==> src/verilog/daq_timing_pkg.sv <==
// Purpose: shared constants for the timing signal router
// Assumes: 32-bit register bus, byte addresses in the low 8 bits
// Notes:   source codes of 2'h3 are reserved and fall back to internal, except trigger sources where 2'h3 selects the bus
package daq_timing_pkg;

    // ************************************************************
    // register map
    // ************************************************************
    localparam logic [7:0] clock_src_offset   = 8'h00;
    localparam logic [7:0] trigger_src_offset = 8'h04;
    localparam logic [7:0] strobe_src_offset  = 8'h08;
    localparam logic [7:0] sync_master_offset = 8'h0c;
    localparam logic [7:0] soft_trig_offset   = 8'h10;
    localparam logic [7:0] status_offset      = 8'h14;

    // ************************************************************
    // field positions
    // ************************************************************
    localparam int conv_trig_src_lsb  = 0;
    localparam int out_trig_src_lsb   = 2;
    localparam int conv_trig_fall_bit = 4;
    localparam int out_trig_fall_bit  = 5;
    localparam int scan_src_lsb       = 0;
    localparam int strobe_src_lsb     = 2;
    localparam int update_src_lsb     = 4;
    localparam int soft_conv_bit      = 0;
    localparam int soft_out_bit       = 1;
    localparam int refused_bit        = 2;

    // ************************************************************
    // source codes, 2'h0 is the internal source everywhere
    // ************************************************************
    localparam logic [1:0] src_internal = 2'h0;
    localparam logic [1:0] src_external = 2'h1;
    localparam logic [1:0] src_analog   = 2'h2;
    localparam logic [1:0] src_aux      = 2'h1;
    localparam logic [1:0] src_bus      = 2'h2;
    localparam logic [1:0] trig_src_bus = 2'h3;
    localparam logic [1:0] src_reserved = 2'h3;

    // ************************************************************
    // reset values
    // ************************************************************
    localparam logic [1:0] reset_src    = 2'h0;
    localparam logic [5:0] reset_master = 6'h00;

    // ************************************************************
    // synchronised input positions and bus line order
    // ************************************************************
    localparam int in_int_clk   = 0;
    localparam int in_ext_clk   = 1;
    localparam int in_aux_zero  = 2;
    localparam int in_aux_one   = 3;
    localparam int in_conv_ext  = 4;
    localparam int in_out_ext   = 5;
    localparam int in_bus_base  = 6;
    localparam int num_inputs   = 12;
    localparam int bus_clock    = 0;
    localparam int bus_conv_trg = 1;
    localparam int bus_scan     = 2;
    localparam int bus_strobe   = 3;
    localparam int bus_out_trg  = 4;
    localparam int bus_update   = 5;

    localparam logic [1:0] resp_okay   = 2'h0;
    localparam logic [1:0] resp_slverr = 2'h2;

endpackage : daq_timing_pkg

==> src/verilog/edge_sense_if.sv <==
// Purpose: carries one raw input and its synchronised level and edges
// Assumes: single clock domain on the sensing side
// Notes:   rise and fall are one-cycle pulses
`timescale 1ns/10ps
interface edge_sense_if;
    logic raw;
    logic level;
    logic rise;
    logic fall;
    modport sense (input raw, output level, output rise, output fall);
    modport user  (output raw, input level, input rise, input fall);
endinterface : edge_sense_if

==> src/verilog/edge_sense.sv <==
// Purpose: two-stage synchroniser followed by edge detection
// Assumes: raw input is asynchronous to aclk
// Notes:   edges come one to two cycles after the pin moves
`timescale 1ns/10ps
module edge_sense (
    input wire logic      aclk,
    input wire logic      aresetn,
    edge_sense_if.sense   port
);
    logic meta;
    logic stable;
    logic prior;

    // first stage feeds only the second, nothing else looks at it
    always_ff @(posedge aclk) begin
        if (!aresetn) begin
            meta   <= 1'b0;
            stable <= 1'b0;
            prior  <= 1'b0;
        end else begin
            meta   <= port.raw;
            stable <= meta;
            prior  <= stable;
        end
    end

    assign port.level = stable;
    assign port.rise  = stable & ~prior;
    assign port.fall  = ~stable & prior;

endmodule : edge_sense

==> src/verilog/daq_timing_signal_router.sv <==
// Purpose: picks the source of every acquisition timing signal
// Assumes: aclk 100 MHz, count clocks arrive as levels and are sampled
// Notes:   register access over AXI4-Lite, one transfer of each kind at a time
`timescale 1ns/10ps
module daq_timing_signal_router (
    input  wire logic        aclk,
    input  wire logic        aresetn,
    // register bus
    input  wire logic [7:0]  awaddr,
    input  wire logic        awvalid,
    output logic             awready,
    input  wire logic [31:0] wdata,
    input  wire logic [3:0]  wstrb,
    input  wire logic        wvalid,
    output logic             wready,
    output logic [1:0]       bresp,
    output logic             bvalid,
    input  wire logic        bready,
    input  wire logic [7:0]  araddr,
    input  wire logic        arvalid,
    output logic             arready,
    output logic [31:0]      rdata,
    output logic [1:0]       rresp,
    output logic             rvalid,
    input  wire logic        rready,
    // internal generators, same clock
    input  wire logic        scan_interval_tick,
    input  wire logic        conversion_tick,
    input  wire logic        update_tick,
    input  wire logic        analog_trigger,
    // pins from outside the clock domain
    input  wire logic        internal_count_clock_in,
    input  wire logic        external_count_clock_in,
    input  wire logic        aux_input_zero,
    input  wire logic        aux_input_one,
    input  wire logic        converter_ext_trigger_in,
    input  wire logic        output_ext_trigger_in,
    input  wire logic [5:0]  card_sync_bus_in,
    output logic [5:0]       card_sync_bus_out,
    output logic [5:0]       card_sync_bus_oe_n,
    // routed timing signals
    output logic             count_clock_tick,
    output logic             converter_trigger,
    output logic             output_path_trigger,
    output logic             scan_begin,
    output logic             conversion_strobe,
    output logic             output_update_strobe
);

    // ************************************************************
    // helpers
    // ************************************************************
    function automatic logic pick(input logic [1:0] sel, input logic a, b, c, d);
        return sel[1] ? (sel[0] ? d : c) : (sel[0] ? b : a);
    endfunction : pick

    // reserved codes fall back to the internal source
    function automatic logic [1:0] legal(input logic [1:0] f);
        return (f == daq_timing_pkg::src_reserved) ? daq_timing_pkg::src_internal : f;
    endfunction : legal
    // unmapped offsets answer with an error and change nothing
    function automatic logic reg_mapped(input logic [7:0] a);
        return (a == daq_timing_pkg::clock_src_offset) | (a == daq_timing_pkg::trigger_src_offset)
             | (a == daq_timing_pkg::strobe_src_offset) | (a == daq_timing_pkg::sync_master_offset)
             | (a == daq_timing_pkg::soft_trig_offset) | (a == daq_timing_pkg::status_offset);
    endfunction : reg_mapped

    // ************************************************************
    // input synchronisers
    // ************************************************************
    logic [11:0] raw_in;
    logic [11:0] lvl;
    logic [11:0] rise;
    logic [11:0] fall;

    assign raw_in = {card_sync_bus_in, output_ext_trigger_in, converter_ext_trigger_in,
                     aux_input_one, aux_input_zero, external_count_clock_in,
                     internal_count_clock_in};

    for (genvar i = 0; i < daq_timing_pkg::num_inputs; i++) begin : g_in
        edge_sense_if e ();
        assign e.raw = raw_in[i];
        edge_sense u_sense (
            .aclk    (aclk),
            .aresetn (aresetn),
            .port    (e)
        );
        assign lvl[i]  = e.level;
        assign rise[i] = e.rise;
        assign fall[i] = e.fall;
    end

    // ************************************************************
    // configuration state
    // ************************************************************
    logic [1:0] clock_src;
    logic [1:0] conv_trig_src;
    logic [1:0] out_trig_src;
    logic       conv_trig_fall;
    logic       out_trig_fall;
    logic [1:0] scan_src;
    logic [1:0] strobe_src;
    logic [1:0] update_src;
    logic [5:0] sync_master;
    logic       refused;
    logic       soft_conv;
    logic       soft_out;

    // ************************************************************
    // register bus slave
    // ************************************************************
    logic        aw_held;
    logic [7:0]  aw_addr;
    logic        w_held;
    logic [31:0] w_data;
    logic [3:0]  w_strb;
    logic        do_write;
    logic        wr_low;
    logic [31:0] rd_word;
    logic [31:0] status_word;
    logic [1:0]  wr_scan;
    logic [1:0]  wr_strobe;
    logic        wr_clash;

    assign awready  = ~aw_held & ~bvalid;
    assign wready   = ~w_held & ~bvalid;
    assign arready  = ~rvalid;
    assign do_write = aw_held & w_held & ~bvalid;
    assign wr_low   = do_write & w_strb[0];

    // aux zero cannot be both strobe and scan source: strobe keeps it
    assign wr_strobe = legal(w_data[daq_timing_pkg::strobe_src_lsb +: 2]);
    assign wr_clash  = (wr_strobe == daq_timing_pkg::src_aux)
                     & (legal(w_data[daq_timing_pkg::scan_src_lsb +: 2]) == daq_timing_pkg::src_aux);
    assign wr_scan   = wr_clash ? daq_timing_pkg::src_internal
                                : legal(w_data[daq_timing_pkg::scan_src_lsb +: 2]);

    always_ff @(posedge aclk) begin
        if (!aresetn) begin
            aw_held <= 1'b0;
            aw_addr <= 8'h00;
            w_held  <= 1'b0;
            w_data  <= 32'h0000_0000;
            w_strb  <= 4'h0;
            bvalid  <= 1'b0;
            bresp   <= daq_timing_pkg::resp_okay;
        end else begin
            if (awvalid & awready) begin
                aw_held <= 1'b1;
                aw_addr <= awaddr;
            end
            if (wvalid & wready) begin
                w_held <= 1'b1;
                w_data <= wdata;
                w_strb <= wstrb;
            end
            if (do_write) begin
                aw_held <= 1'b0;
                w_held  <= 1'b0;
                bvalid  <= 1'b1;
                bresp   <= reg_mapped(aw_addr) ? daq_timing_pkg::resp_okay : daq_timing_pkg::resp_slverr;
            end else if (bvalid & bready) begin
                bvalid <= 1'b0;
            end
        end
    end

    always_ff @(posedge aclk) begin
        if (!aresetn) begin
            clock_src      <= daq_timing_pkg::reset_src;
            conv_trig_src  <= daq_timing_pkg::reset_src;
            out_trig_src   <= daq_timing_pkg::reset_src;
            conv_trig_fall <= 1'b0;
            out_trig_fall  <= 1'b0;
            scan_src       <= daq_timing_pkg::reset_src;
            strobe_src     <= daq_timing_pkg::reset_src;
            update_src     <= daq_timing_pkg::reset_src;
            sync_master    <= daq_timing_pkg::reset_master;
        end else if (wr_low) begin
            if (aw_addr == daq_timing_pkg::clock_src_offset) begin
                clock_src <= legal(w_data[1:0]);
            end
            if (aw_addr == daq_timing_pkg::trigger_src_offset) begin
                conv_trig_src  <= w_data[daq_timing_pkg::conv_trig_src_lsb +: 2];
                out_trig_src   <= w_data[daq_timing_pkg::out_trig_src_lsb +: 2];
                conv_trig_fall <= w_data[daq_timing_pkg::conv_trig_fall_bit];
                out_trig_fall  <= w_data[daq_timing_pkg::out_trig_fall_bit];
            end
            if (aw_addr == daq_timing_pkg::strobe_src_offset) begin
                scan_src   <= wr_scan;
                strobe_src <= wr_strobe;
                update_src <= legal(w_data[daq_timing_pkg::update_src_lsb +: 2]);
            end
            if (aw_addr == daq_timing_pkg::sync_master_offset) begin
                sync_master <= w_data[5:0];
            end
        end
    end

    // software triggers are write pulses; the refused flag is sticky
    always_ff @(posedge aclk) begin
        if (!aresetn) begin
            soft_conv <= 1'b0;
            soft_out  <= 1'b0;
            refused   <= 1'b0;
        end else begin
            soft_conv <= wr_low & (aw_addr == daq_timing_pkg::soft_trig_offset)
                       & w_data[daq_timing_pkg::soft_conv_bit];
            soft_out  <= wr_low & (aw_addr == daq_timing_pkg::soft_trig_offset)
                       & w_data[daq_timing_pkg::soft_out_bit];
            // set wins over a clear landing in the same cycle
            if (wr_low & (aw_addr == daq_timing_pkg::strobe_src_offset) & wr_clash) begin
                refused <= 1'b1;
            end else if (wr_low & (aw_addr == daq_timing_pkg::status_offset)
                         & w_data[daq_timing_pkg::refused_bit]) begin
                refused <= 1'b0;
            end
        end
    end

    // ************************************************************
    // read path
    // ************************************************************
    logic ext_strobe_mode;
    logic aux_zero_scan;

    assign status_word = {23'h000000, lvl[11:6], refused, aux_zero_scan, ext_strobe_mode};
    assign rd_word =
        (araddr == daq_timing_pkg::clock_src_offset)   ? {30'h0, clock_src} :
        (araddr == daq_timing_pkg::trigger_src_offset) ? {26'h0, out_trig_fall, conv_trig_fall,
                                                          out_trig_src, conv_trig_src} :
        (araddr == daq_timing_pkg::strobe_src_offset)  ? {26'h0, update_src, strobe_src, scan_src} :
        (araddr == daq_timing_pkg::sync_master_offset) ? {26'h0, sync_master} :
        (araddr == daq_timing_pkg::status_offset)      ? status_word : 32'h0000_0000;

    always_ff @(posedge aclk) begin
        if (!aresetn) begin
            rvalid <= 1'b0;
            rdata  <= 32'h0000_0000;
            rresp  <= daq_timing_pkg::resp_okay;
        end else if (arvalid & arready) begin
            rvalid <= 1'b1;
            rdata  <= rd_word;
            rresp  <= reg_mapped(araddr) ? daq_timing_pkg::resp_okay : daq_timing_pkg::resp_slverr;
        end else if (rvalid & rready) begin
            rvalid <= 1'b0;
        end
    end

    // ************************************************************
    // source selection
    // ************************************************************
    logic       tick_sel;
    logic       clock_lvl;
    logic       conv_ext_edge;
    logic       out_ext_edge;
    logic       conv_trig_sel;
    logic       out_trig_sel;
    logic       aux_zero_at_tick;
    logic       aux_zero_scan_edge;
    logic       scan_req;
    logic       scan_pending;
    logic       next_scan_pending;
    logic       strobe_sel;
    logic       update_sel;
    logic [5:0] slave;

    // one tick feeds the count clock output and scan start alike
    assign tick_sel  = pick(clock_src, rise[daq_timing_pkg::in_int_clk],
                            rise[daq_timing_pkg::in_ext_clk],
                            rise[daq_timing_pkg::in_bus_base + daq_timing_pkg::bus_clock], 1'b0);
    assign clock_lvl = pick(clock_src, lvl[daq_timing_pkg::in_int_clk],
                            lvl[daq_timing_pkg::in_ext_clk],
                            lvl[daq_timing_pkg::in_bus_base + daq_timing_pkg::bus_clock], 1'b0);

    assign ext_strobe_mode = (strobe_src == daq_timing_pkg::src_aux);
    assign aux_zero_scan   = (scan_src == daq_timing_pkg::src_aux);

    assign conv_ext_edge = conv_trig_fall ? fall[daq_timing_pkg::in_conv_ext]
                                          : rise[daq_timing_pkg::in_conv_ext];
    assign out_ext_edge  = out_trig_fall ? fall[daq_timing_pkg::in_out_ext]
                                         : rise[daq_timing_pkg::in_out_ext];
    assign conv_trig_sel = pick(conv_trig_src, soft_conv, conv_ext_edge, analog_trigger,
                                rise[daq_timing_pkg::in_bus_base + daq_timing_pkg::bus_conv_trg]);
    assign out_trig_sel  = pick(out_trig_src, soft_out, out_ext_edge, analog_trigger,
                                rise[daq_timing_pkg::in_bus_base + daq_timing_pkg::bus_out_trg]);

    // aux zero as scan source is sampled on count ticks, so a pulse
    // shorter than one count period may be missed
    assign aux_zero_scan_edge = tick_sel & lvl[daq_timing_pkg::in_aux_zero] & ~aux_zero_at_tick;
    assign scan_req = pick(scan_src, scan_interval_tick, aux_zero_scan_edge,
                           rise[daq_timing_pkg::in_bus_base + daq_timing_pkg::bus_scan], 1'b0);
    assign next_scan_pending = ~ext_strobe_mode & (scan_pending | scan_req) & ~tick_sel;

    assign strobe_sel = pick(strobe_src, conversion_tick, rise[daq_timing_pkg::in_aux_zero],
                             rise[daq_timing_pkg::in_bus_base + daq_timing_pkg::bus_strobe], 1'b0);
    assign update_sel = pick(update_src, update_tick, rise[daq_timing_pkg::in_aux_one],
                             rise[daq_timing_pkg::in_bus_base + daq_timing_pkg::bus_update], 1'b0);

    assign slave = {update_src == daq_timing_pkg::src_bus,
                    out_trig_src == daq_timing_pkg::trig_src_bus,
                    strobe_src == daq_timing_pkg::src_bus,
                    scan_src == daq_timing_pkg::src_bus,
                    conv_trig_src == daq_timing_pkg::trig_src_bus,
                    clock_src == daq_timing_pkg::src_bus};

    // ************************************************************
    // routed outputs
    // ************************************************************
    always_ff @(posedge aclk) begin
        if (!aresetn) begin
            aux_zero_at_tick     <= 1'b0;
            scan_pending         <= 1'b0;
            count_clock_tick     <= 1'b0;
            converter_trigger    <= 1'b0;
            output_path_trigger  <= 1'b0;
            scan_begin           <= 1'b0;
            conversion_strobe    <= 1'b0;
            output_update_strobe <= 1'b0;
        end else begin
            if (tick_sel) begin
                aux_zero_at_tick <= lvl[daq_timing_pkg::in_aux_zero];
            end
            scan_pending         <= next_scan_pending;
            count_clock_tick     <= tick_sel;
            converter_trigger    <= conv_trig_sel & ~ext_strobe_mode;
            output_path_trigger  <= out_trig_sel;
            scan_begin           <= ~ext_strobe_mode & tick_sel & (scan_pending | scan_req);
            conversion_strobe    <= strobe_sel;
            output_update_strobe <= update_sel;
        end
    end

    // a line taken from the bus is never driven back, which avoids a loop
    always_ff @(posedge aclk) begin
        if (!aresetn) begin
            card_sync_bus_out  <= 6'h00;
            card_sync_bus_oe_n <= 6'h3f;
        end else begin
            card_sync_bus_out  <= {update_sel, out_trig_sel, strobe_sel,
                                   ~ext_strobe_mode & tick_sel & (scan_pending | scan_req),
                                   conv_trig_sel & ~ext_strobe_mode, clock_lvl};
            card_sync_bus_oe_n <= ~(sync_master & ~slave);
        end
    end

endmodule : daq_timing_signal_router

==> config.mk <==
export PLATFORM = sky130hd
export DESIGN_NAME = daq_timing_signal_router
export DESIGN_NICKNAME = d
export VERILOG_FILES = /design/src/verilog/daq_timing_pkg.sv /design/src/verilog/edge_sense_if.sv /design/src/verilog/edge_sense.sv /design/src/verilog/daq_timing_signal_router.sv
export SDC_FILE = /design/constraint.sdc
export NUM_CORES = 1
export LEC_CHECK = 0
export BUFFER_PORTS_ARGS = -buffer_cell sky130_fd_sc_hd__buf_2
export CAP_MARGIN = 20
export CELL_PAD_IN_SITES_DETAIL_PLACEMENT = 2
export CELL_PAD_IN_SITES_GLOBAL_PLACEMENT = 2
export CORE_ASPECT_RATIO = 1.25
export CORE_MARGIN = 1
export CORE_UTILIZATION = 27
export CTS_BUF_LIST = sky130_fd_sc_hd__clkbuf_8 sky130_fd_sc_hd__clkbuf_16
export DETAILED_ROUTE_END_ITERATION = 8
export GPL_ROUTABILITY_DRIVEN = 0
export PLACE_DENSITY_LB_ADDON = 0.1
export REMOVE_ABC_BUFFERS = 1
export SYNTH_ARGS = -nofsm -noshare
export SYNTH_HDL_FRONTEND = slang
export SYNTH_SLANG_ARGS = --single-unit
==> constraint.sdc <==
create_clock -name aclk -period 1.72 [get_ports aclk]
set_input_delay 0.086 -clock aclk [delete_from_list [all_inputs] [get_ports aclk]]
set_output_delay 0.086 -clock aclk [all_outputs]
set_load 0.02 [all_outputs]
==> results.sh <==
export IMPL_p_per_area_mw_per_mm2=959
export IMPL_setup_viol=17
export IMPL_post_route_period_util_pct=111
export IMPL_drc_errors=0
export IMPL_row_count=50
export IMPL_cts_htree_levels=3
export IMPL_antenna_found_initial=0
export IMPL_avgRoutedWirePerCell_um=15.0
export IMPL_crit_family="simple AND/OR/NAND/NOR gates"
export IMPL_cp_slowest_cell="or4_4"
export IMPL_drive_gt1_share_pct=22.9
export IMPL_grt_pass1_vias=3538
export IMPL_hold_violations=0
export IMPL_fin_util_pct=36.4
export IMPL_cts_root_buf="clkbuf_16"
export IMPL_syn_cell_area_mm2=0.00420
export IMPL_fmax_mhz=526
export IMPL_violations="setup timing"
export IMPL_grt_max_degree=59
export IMPL_firstDrtPassIters=4
export IMPL_ys_types=48
export IMPL_synth_sequential_area_ratio_pct=49.6
export IMPL_core_mm2=0.0151
export IMPL_nets=625
export IMPL_num_antenna_cells=0
export IMPL_syn_to_final_growth_pct=30.6
export IMPL_grt_pass1_wl_um=18900
export IMPL_cts_sinks=104
export IMPL_synth_edf_count=0
export IMPL_hold_class="input port to flop"
export IMPL_dieArea_mm2=0.0161
export IMPL_clk_latency_ps=350
export IMPL_fin_skew_ps=6.07
export IMPL_synth_flop_cell="dfxtp_1"
export IMPL_max_clock_path_buffers=2
export IMPL_outcome="finished with violations"
export IMPL_start_util_pct=27.8
export IMPL_required_ps=2000
export IMPL_slew_viol_final=0
export IMPL_worstSetupPathType="flop to flop"
export IMPL_peakVddDrop_mv=0.448
export IMPL_p_total_mw=5.26
export IMPL_postLayoutCellArea_mm2=0.00548
export IMPL_dieHeight_um=141
export IMPL_crit_path_max_fanout=6
export IMPL_pre_cts_slack_ps=-304
export IMPL_dp_hpwl_um=8170
export IMPL_crit_path_cell_trace="or4_4 > or3_4 > nor3_4 > buf_12 > mux2i_1"
export IMPL_cp_start_kind="flop"
export IMPL_drt_iter0_drc=108
export IMPL_cp_slowest_stage_delay_ps=530
export IMPL_max_slew_worst_pin_slew_ps=732
export IMPL_finalCriticalPeriod_ps=1900
export IMPL_cp_data_arrival_time_ps=2180
export IMPL_cts_buffers=9
export IMPL_rsz0062_at_grt="yes"
export IMPL_grt_use_total_pct=15.3
export IMPL_drv_cap=0
export IMPL_cp_end_kind="flop"
export IMPL_cts_clk_slew_worst_paths_ps=70
export IMPL_viasPerCell=4.40
export IMPL_async_reset_ff_share_pct=0
export IMPL_die_w_um=114
export IMPL_synth_cells=438
export IMPL_ant_nets=0
export IMPL_leakage_nw=2.24
export IMPL_place_area_mm2=0.00482
export IMPL_syn_mean_instance_area_um2=9.58
export IMPL_wl_um=11500
export IMPL_synth_seq_cells=104
export IMPL_path_buf_inv=1
export IMPL_yosysWarnings=0
export IMPL_io_pins=134
export IMPL_vias=3360
export IMPL_grt_overflow=0
export IMPL_setup_ws_ps=-181
export IMPL_port_buffers=79
export IMPL_slew_headroom_pct=51.1
export IMPL_timing_hold_ws_ps=10.3
export IMPL_tritoncts="built"
-- through the flow --
step,TNS (ps),cells
2_1_floorplan,-5520,413
3_3_place_gp,-3260,718
3_5_place_dp,-4140,718
4_1_cts,-2330,761
5_1_grt,-3570,763
6_report,-2480,763
-- layout make-up --
cell class | instances | area, um^2
fill | 1684 | 9590
sequential | 104 | 2080
multi-input combinational | 298 | 1920
timing repair buffer | 126 | 862
tap | 208 | 260
clock buffer | 9 | 225
clock inverter | 7 | 96.3
inverter | 11 | 41.3
-- cells in the mapped netlist (all sizes together) (3+ instances only) --
cell type,number,area share (%)
o22ai,5,0.75
nand3b,13,2.3
inv,11,0.98
nand2b,9,1.3
nor4b,4,1.2
nor3b,3,0.54
buf,32,5.7
and2,38,5.7
clkbuf,17,1.5
nor2,15,1.3
mux2i,28,6.7
o21ai,13,1.5
a21o,5,0.89
nand4b,4,0.83
nand2,58,5.2
a22oi,3,0.54
a22o,7,1.5
dfxtp,104,50
a211oi,3,0.54
nand3,5,0.60
nor3,5,1.1
nor2b,15,2.2
a21boi,10,1.8
a21oi,7,0.83
-- metal layers --
metal,wire [um],track usage [%]
met5,0,0
met2,5660,26.0
met4,256,7.55
met1,5180,18.7
met3,354,2.61
-- sequential cells by signal (all words and copies together) (netlist names), 6 cells and up --
signal and flops:
g_in.u_sense.prior 12, g_in.u_sense.port.level 12, g_in.u_sense.meta 12, aw_addr 8
w_data 6, rdata 9, card_sync_bus_oe_n 6, sync_master 6
-- worst paths after layout --
path                                   start                               endpoint  slack (ps)  depth (start not counted)
max                  aw_addr[1]$_SDFFE_PN0P_             out_trig_fall$_SDFFE_PN0P_        -180                          5
max reg2reg          aw_addr[1]$_SDFFE_PN0P_             out_trig_fall$_SDFFE_PN0P_        -180                          5
min reg2reg  g_in[1].u_sense.meta$_SDFF_PN0_  g_in[1].u_sense.port.level$_SDFF_PN0_         430                          1
min                                 wdata[5]                 w_data[5]$_SDFFE_PN0P_          10                          3
-- report_power, final --
part	internal (mW)	switching [mW]	total [mW]	leakage (nW)
clock	1.28	0.943	2.22	0.153
sequential	2.48	0.0525	2.54	0.849
combinational	0.219	0.281	0.500	1.23
-- cell families after synthesis --
group	count (synthesis)	share of synthesized area, %
compound gates	64	10.5
flops	104	49.6
other cells	1	0.0893
simple gates	179	24.4
buf+inv	60	8.23
mux	30	7.21
-- worst min-delay path: stages --
cell and delay, ps:
buf_2 70, mux2i_1 60, nor2b_1 110
-- cells in the final DEF (no fill, tap or decap), types with 3 or more instances in the layout --
cell,synthesis,routed
dfxtp_1,104,104
nor3b_1,3,3
nor4b_4,1,3
clkbuf_16,0,9
mux2i_1,28,28
a22o_1,7,7
nand2b_1,9,9
nand4b_1,4,4
and2_1,38,38
a22oi_1,3,3
buf_12,0,3
nor3_1,3,3
a21o_1,5,5
buf_2,0,79
inv_1,11,12
buf_6,1,3
a21boi_0,9,9
a21oi_1,7,7
dlygate4sd3_1,0,26
nor2_1,15,15
nor2b_1,15,15
o21ai_1,1,3
a211oi_1,3,3
o21ai_0,12,9
o22ai_1,5,5
nand3b_1,13,13
nand3_1,5,5
buf_4,30,15
conb_1,1,25
nand2_1,58,58
-- what timing repair did --
item / CTS / global route
setup endpoints to repair: 22 / 22
setup buffers: 0 / 2
pin swaps: 2 / 1
resized for setup: 10 / 7
endpoints found under the hold margin: 25 / 0
hold buffers: 26 / 0
gates cloned: 1 / 0
Note: power is estimated with default switching activity, not from simulation.
